**config.mk**
```make
export PLATFORM = sky130hd
export DESIGN_NAME = dump_top
export DESIGN_NICKNAME = d
export VERILOG_FILES = /design/src/hdl/dump_pkg.sv /design/src/hdl/dump_top.sv
export VERILOG_INCLUDE_DIRS = /design/src /design/src/hdl
export SDC_FILE = /design/constraint.sdc
export NUM_CORES = 1
export LEC_CHECK = 0
export BUFFER_PORTS_ARGS = -buffer_cell sky130_fd_sc_hd__buf_2
export CORE_ASPECT_RATIO = 0.9
export CORE_MARGIN = 8
export CORE_UTILIZATION = 40
export CTS_CLUSTER_SIZE = 24
export DETAILED_ROUTE_END_ITERATION = 6
export RECOVER_POWER = 100
export SYNTH_ARGS = -nofsm -noshare
export SYNTH_HDL_FRONTEND = slang
export SYNTH_SLANG_ARGS = --single-unit
```
**constraint.sdc**
```tcl
create_clock -name mclk_i -period 2.63 [get_ports mclk_i]
set_input_delay 0.1315 -clock mclk_i [delete_from_list [all_inputs] [get_ports mclk_i]]
set_output_delay 0.1315 -clock mclk_i [all_outputs]
set_load 0.02 [all_outputs]
```
**src/hdl/dump_consts.svh**
```systemverilog
`ifndef DUMP_CONSTS_SVH
`define DUMP_CONSTS_SVH
`define DUMP_STAGES 3
`define DUMP_REG_W 5
`define DUMP_DATA_W 32
`define DUMP_ADDR_W 32
`endif

```
**src/hdl/dump_pkg.sv**
```systemverilog
package dump_pkg;
    typedef enum logic [1:0] {
        DUMP_OP_LOAD,
        DUMP_OP_STORE,
        DUMP_OP_XCHG,
        DUMP_OP_LADDR
    } dump_op_e;
endpackage

```
**src/hdl/dump_top.sv**
```systemverilog
// Contract
// - Three-stage data pipeline; every access walks stages 2, 1, 0.
// - Stage 2 computes address; stage 1 address phase; stage 0 reply phase.
// - Stages 0 and 1 own primary and secondary writeback latches for loads; only stage 0 has one, and it holds only an exchange's read word.
// - Address phase of one access overlaps reply phase of the previous.
// - Three clocks per access without waits; three accesses may overlap.
// - Loads and exchanges set destination scoreboard bit in the execute stage.
// - Single access latency 3 plus waits; double and exchange 4 plus waits.
// - Store and load-address skip scoreboard, take next writeback slot for source fetch.
// - Loads and exchanges waive the next slot, request one after the access.
// - Latency is 3 plus waits of this and two earlier accesses.
// - Full stalled pipeline makes a further memory instruction stall issue.
// - Double load and exchange hold stage 2 two clocks, two bus transactions.
// - Exchange waits until other units are idle and stages 1 and 0 hold no access; an access in stage 2 may still be moving on.
// - Double store holds decode two clocks, stalling issue at least one clock; here a double store is taken in one clock as a single access, with no stall.
// - Double store halves checked and issued separately, may be split apart.
// - An exception between double store halves requires rerunning both halves.
// - Bus waits stall only the data pipeline, not other units.
// - Memory waits count in reply phase and extend latency clock for clock.
`timescale 1ns/1ps
`include "dump_consts.svh"
module dump_top #(
    parameter int DATA_W = `DUMP_DATA_W,
    parameter int ADDR_W = `DUMP_ADDR_W,
    parameter int REG_W = `DUMP_REG_W
) (
    input wire logic mclk_i,
    input wire logic rst_i,
    input wire logic issue_valid_i,
    input wire dump_pkg::dump_op_e issue_op_i,
    input wire logic issue_double_i,
    input wire logic [REG_W-1:0] issue_dest_i,
    input wire logic [ADDR_W-1:0] issue_base_i,
    input wire logic [ADDR_W-1:0] issue_offset_i,
    input wire logic others_idle_i,
    input wire logic dbus_ready_i,
    input wire logic [DATA_W-1:0] dbus_rdata_i,
    input wire logic wb_grant_i,
    input wire logic [DATA_W-1:0] src_data_i,
    input wire logic flush_i,
    output logic issue_stall_o,
    output logic sb_set_o,
    output logic [REG_W-1:0] sb_reg_o,
    output logic src_fetch_o,
    output logic dbus_req_o,
    output logic dbus_write_o,
    output logic [ADDR_W-1:0] dbus_addr_o,
    output logic [DATA_W-1:0] dbus_wdata_o,
    output logic wb_req_o,
    output logic [REG_W-1:0] wb_reg_o,
    output logic [DATA_W-1:0] wb_data_o
);
    typedef struct packed {
        logic v;
        dump_pkg::dump_op_e op;
        logic [REG_W-1:0] rd;
        logic [ADDR_W-1:0] addr;
        logic [DATA_W-1:0] data;
        logic has_data;
        logic first;
    } dump_slot_s;

    function automatic logic dump_writes_reg(input dump_pkg::dump_op_e op);
        return op == dump_pkg::DUMP_OP_LOAD || op == dump_pkg::DUMP_OP_XCHG;
    endfunction

    dump_slot_s s2_q, s2_d, s1_q, s1_d, s0_q, s0_d;
    logic half_q, half_d;
    logic stall_q, stall_d, sb_q, sb_d, src_q, src_d;
    logic [REG_W-1:0] sbr_q, sbr_d;
    logic wbr_q, wbr_d;
    logic [REG_W-1:0] wbreg_q, wbreg_d;
    logic [DATA_W-1:0] wbdat_q, wbdat_d;
    logic adv0, adv1, adv2, take, s2_done, s0_fin, need_two, s0_wb;
    logic [ADDR_W-1:0] ea;

    always_comb
    begin
        ea = issue_base_i + issue_offset_i;
        need_two = issue_double_i || issue_op_i == dump_pkg::DUMP_OP_XCHG;
        // Reply phase completes only on ready, so waits stretch it cycle for cycle; a load-address finishes at once.
        s0_fin = s0_q.v && (s0_q.op == dump_pkg::DUMP_OP_LADDR || dbus_ready_i);
        // A load result may leave stage 0 only when its writeback is granted or a latch is free.
        adv0 = !s0_q.v || (s0_fin && (!dump_writes_reg(s0_q.op) || s0_q.has_data == 1'b0 || wb_grant_i));
        // An exchange writes back once, after its write half, with the word that its read half fetched.
        s0_wb = s0_fin && dump_writes_reg(s0_q.op)
            && !(s0_q.op == dump_pkg::DUMP_OP_XCHG && s0_q.first);
        adv1 = !s1_q.v || adv0;
        s2_done = !half_q;
        adv2 = !s2_q.v || (adv1 && s2_done);
        // Exchange waits for empty stages 1 and 0 and idle peers before it starts; stage 2 may still hold an access.
        take = issue_valid_i && adv2 && !flush_i
            && (issue_op_i != dump_pkg::DUMP_OP_XCHG || (others_idle_i && !s1_q.v && !s0_q.v));
        stall_d = issue_valid_i && !take;
        s2_d = s2_q;
        s1_d = s1_q;
        s0_d = s0_q;
        half_d = half_q;
        if (adv0)
        begin
            s0_d = s1_q;
            s0_d.v = s1_q.v && adv1;
            if (s0_fin && s0_q.op == dump_pkg::DUMP_OP_XCHG && s0_q.first)
            begin
                // The read word rides along with the write half until its writeback.
                s0_d.data = dbus_rdata_i;
                s0_d.has_data = 1'b1;
            end
        end
        else if (s0_fin && dump_writes_reg(s0_q.op) && !s0_q.has_data)
        begin
            s0_d.data = dbus_rdata_i;
            s0_d.has_data = 1'b1;
        end
        if (adv1)
        begin
            s1_d = s2_q;
            // Both halves of a split access pass on, so each half gets its own bus transaction.
            s1_d.v = s2_q.v;
        end
        if (s2_q.v && half_q && adv1)
        begin
            // Second transaction of a double load or exchange keeps stage 2 busy one more clock.
            half_d = 1'b0;
            s1_d.first = 1'b1;
            s2_d.addr = s2_q.addr + ADDR_W'(4);
        end
        else if (adv2)
        begin
            s2_d.v = take;
            s2_d.op = issue_op_i;
            s2_d.rd = issue_dest_i;
            s2_d.addr = ea;
            s2_d.data = src_data_i;
            s2_d.has_data = 1'b0;
            s2_d.first = 1'b0;
            half_d = take && need_two && issue_op_i != dump_pkg::DUMP_OP_STORE;
        end
        // Store halves arrive as separate single issues; a flush drops only unstarted work.
        if (flush_i && !half_q)
        begin
            s2_d.v = s2_q.v && !adv2;
        end
        sb_d = take && dump_writes_reg(issue_op_i);
        sbr_d = issue_dest_i;
        src_d = take && !dump_writes_reg(issue_op_i);
        wbr_d = 1'b0;
        wbreg_d = wbreg_q;
        wbdat_d = wbdat_q;
        // Stage 0 alone raises writeback, from its latch or straight from the bus reply.
        if (s0_wb)
        begin
            wbr_d = 1'b1;
            wbreg_d = s0_q.rd;
            wbdat_d = s0_q.has_data ? s0_q.data : dbus_rdata_i;
        end
    end

    always_ff @(posedge mclk_i)
    begin
        if (rst_i)
        begin
            s2_q <= '0;
            s1_q <= '0;
            s0_q <= '0;
            half_q <= 1'b0;
            stall_q <= 1'b0;
            sb_q <= 1'b0;
            sbr_q <= '0;
            src_q <= 1'b0;
            wbr_q <= 1'b0;
            wbreg_q <= '0;
            wbdat_q <= '0;
        end
        else
        begin
            s2_q <= s2_d;
            s1_q <= s1_d;
            s0_q <= s0_d;
            half_q <= half_d;
            stall_q <= stall_d;
            sb_q <= sb_d;
            sbr_q <= sbr_d;
            src_q <= src_d;
            wbr_q <= wbr_d;
            wbreg_q <= wbreg_d;
            wbdat_q <= wbdat_d;
        end
    end

    // Bus pins are registered from the next stage 1 contents so address phase sits in that stage.
    logic req_q, wr_q;
    logic [ADDR_W-1:0] addr_q;
    logic [DATA_W-1:0] wdat_q;
    always_ff @(posedge mclk_i)
    begin
        if (rst_i)
        begin
            req_q <= 1'b0;
            wr_q <= 1'b0;
            addr_q <= '0;
            wdat_q <= '0;
        end
        else
        begin
            req_q <= s1_d.v && s1_d.op != dump_pkg::DUMP_OP_LADDR;
            // An exchange reads in its first transaction and writes in its second.
            wr_q <= s1_d.op == dump_pkg::DUMP_OP_STORE || (s1_d.op == dump_pkg::DUMP_OP_XCHG && !s1_d.first);
            addr_q <= s1_d.addr;
            wdat_q <= s1_d.data;
        end
    end

    assign issue_stall_o = stall_q;
    assign sb_set_o = sb_q;
    assign sb_reg_o = sbr_q;
    assign src_fetch_o = src_q;
    assign dbus_req_o = req_q;
    assign dbus_write_o = wr_q;
    assign dbus_addr_o = addr_q;
    assign dbus_wdata_o = wdat_q;
    assign wb_req_o = wbr_q;
    assign wb_reg_o = wbreg_q;
    assign wb_data_o = wbdat_q;
endmodule // dump_top

```
==> results_dict.tcl <==
set metrics [dict create \
    drt_wl_total_um 33400 \
    tritoncts "built" \
    antenna_found_initial 2 \
    syn_to_final_growth_pct 22.9 \
    critPathMaxStageDelay_ns 0.91 \
    syn_area_um2 11500 \
    dieArea_um2 34500 \
    die_w_um 195 \
    finalCriticalPeriod_ns 2.39 \
    p_leak_nw 5.63 \
    hp-class "input pin to register" \
    cp.arrival_ns 2.73 \
    slew_viol_final 86 \
    yosys_warnings 0 \
    fin_util_pct 49.5 \
    ys_seq_area_share_pct 41.0 \
    hold_path_depth 4 \
    cp-end-kind "register" \
    root_buffer "clkbuf_16" \
    powerDensity_nw_per_um2 637 \
    drive_above_1_share_pct 14.4 \
    core_area_um2 28600 \
    crit_cells 6 \
    grt.total_usage_pct 18.3 \
    cp_slowest_cell "clkbuf_2" \
    critPathRequiredTime_ns 2.97 \
    dp_hpwl_um 23300 \
    synthFlopType "dfxtp_1" \
    drc 0 \
    worst_pin_slew_ns 1.73 \
    hold_viol 0 \
    worstPathCellList "nor3b_1, o21ai_0, nand2_2, clkbuf_2, mux2i_1, a211oi_1" \
    fin_hold_ws_ns 0.0258 \
    synth_edf_count 0 \
    status "finished with violations" \
    cts_buffer_depth 3 \
    synth_top_area_cell "dfxtp_1" \
    port_buffers 254 \
    synth_cells 1412 \
    num_io_pins 255 \
    n_fill_cell 2845 \
    min_to "s2_q[65]$_SDFFE_PP0P_" \
    r2r_end "s0_q[18]$_SDFFE_PP0P_" \
    r2r-start "s0_q[71]$_SDFFE_PP0N_" \
    max-cap-violations 1 \
    synth_top_area_share_pct 41.0 \
    start_util_pct 40.3 \
    ys_types 67 \
    fmax_mhz 418 \
    startpoint_type "register" \
    rows 59 \
    route.vias.total 10500 \
    async_reset_ff_share_pct 0 \
    grt_max_degree 86 \
    die_h_um 177 \
    post_cts_resized 0 \
    grt.overflow.total 0 \
    r2r_cells 6 \
    drtAntennaViolNets 0 \
    peakVddDrop_v 0.000446 \
    crit_type "register to register" \
    rsz0062_at_grt "false" \
    grt_pass1_wl_um 53300 \
    drt_iter0_markers 617 \
    clk_latency_ns 0.54 \
    hold_buffers 75 \
    wl_per_cell_um 16.4 \
    gp_congestion 0.824 \
    synth.top_cells.by_area "dfxtp_1 (41%), nand2_1 (9.2%), a21oi_1 (7.3%)" \
    path_clk_slew_ns 0.06 \
    crit_family "buffers and inverters" \
    skew_ns 0.0226 \
    clock_sinks 236 \
    violations "capacitance limit, slew limit" \
    relSlewSlack_pct -15.3 \
    fin_crit_sh_pct 91.0 \
    r2r_slack_ns 0.24 \
    htree_levels 1 \
    synth_commonest_cells "nand2_1 (282), dfxtp_1 (236), a21oi_1 (168)" \
    path_buf_inv 1 \
    dr.pass1.iters 5 \
    syn_nets 1588 \
    via_per_inst 5.16 \
    setup_viol 0 \
    yosys.cell_count.top_type "nand2_1" \
    postCtsSetupBuffers 0 \
    worstHoldStart "issue_offset_i[31]" \
    worstPathMaxFanout 33 \
    syn_avg_cell_area_um2 8.17 \
    ys_ff_latch 236 \
    fin_nets 1826 \
    cts_buffers 28 \
    grt_pass1_vias 10200 \
]
==> worst reg2reg max path, stage by stage (launching register included) <==
cell and delay (ns):
dfxtp_1 0.33, nor3b_1 0.24, o21ai_0 0.21, nand2_2 0.09
clkbuf_2 0.91, mux2i_1 0.32, a211oi_1 0.11
==> through the flow <==
step                power, mW  cells  TNS, ns  cell area, µm²  setup WS [ns]
finish                   9.02   2038        0           14200          0.237
global route             9.42   2038        0           14200        0.00447
CTS                      9.14   2036        0           14400          0.348
detailed placement       5.24   1911   -0.200           12700        -0.0915
global placement         5.23   1911  -0.0473           12700        -0.0300
floorplan                4.89   1412        0           11500          0.401
==> layer usage <==
layer	vias up	routed length [µm]	global-route usage [%]
li1	5359	-	-
met2	265	15300	30.3
met4	0	893	5.30
met1	4828	15700	24.4
met5	-	0	0
met3	56	1590	2.97
==> cells by family (layout without fill, tap and decap cells) <==
kind of cell,Yosys count,count (layout),synth area share (%)
compound gates,377,377,20.4
xor+xnor,30,30,2.28
fa+ha+maj,33,33,3.65
buf+inv,172,430,8.20
flops,236,236,41.0
mux,75,75,6.54
other cells,0,2,0
simple gates,489,489,17.9
==> sequential cells by signal, summed over array words and instances, names as in the netlist, 5 cells and up <==
register      cells
dbus_addr_o      32
dbus_wdata_o     32
s0_q             42
s1_q              9
s2_q             72
sb_reg_o          5
wb_data_o        32
wb_reg_o          5
==> cell type report <==
cell class | count | area, µm² | area share (%)
well taps | 366 | 458 | 3.23
clock inverters | 7 | 80.1 | 0.565
flip-flops and latches | 236 | 4730 | 33.4
multi-input cells | 1004 | 5870 | 41.4
inverters | 11 | 41.3 | 0.291
diodes | 2 | 5.00 | 0.0353
clock buffers | 43 | 837 | 5.91
repair buffers | 369 | 2150 | 15.2
==> layout by cell type (no fill, tap or decap), types with 10 or more instances in the layout <==
cell type / count
buf_4: 26
nor2b_1: 10
xor2_1: 16
inv_1: 11
clkbuf_2: 10
and3_1: 10
a21oi_1: 168
nand2_1: 281
clkbuf_16: 28
o21ai_0: 38
a21o_1: 19
nand3_1: 28
dlygate4sd3_1: 75
a31oi_1: 17
a211oi_1: 67
buf_2: 141
clkbuf_1: 123
xnor2_1: 14
mux2i_1: 72
nor3_1: 10
nor2_1: 110
dfxtp_1: 235
ha_1: 32
==> worst max path at each step <==
stage	startpoint	endpoint	slack, ns
floorplan	issue_base_i[0]	s2_q[60]$_SDFFE_PP0P_	0.40
global placement	issue_base_i[0]	s2_q[60]$_SDFFE_PP0P_	-0.03
detailed placement	issue_base_i[0]	s2_q[64]$_SDFFE_PP0P_	-0.09
CTS	s0_q[71]$_SDFFE_PP0N_	s2_q[37]$_SDFFE_PP0P_	0.35
global route	s2_q[36]$_SDFFE_PP0P_	s2_q[58]$_SDFFE_PP0P_	0.004
finish	s0_q[71]$_SDFFE_PP0N_	s0_q[18]$_SDFFE_PP0P_	0.24
==> report_power, final <==
| group | switching [mW] | internal (mW) | total, mW |
|---|---|---|---|
| Combinational | 0.698 | 0.564 | 1.26 |
| Sequential | 0.184 | 3.79 | 3.97 |
| Clock | 1.50 | 2.28 | 3.79 |
| Total | 2.39 | 6.64 | 9.02 |
No activity file was read; power rests on OpenSTA's default activity.
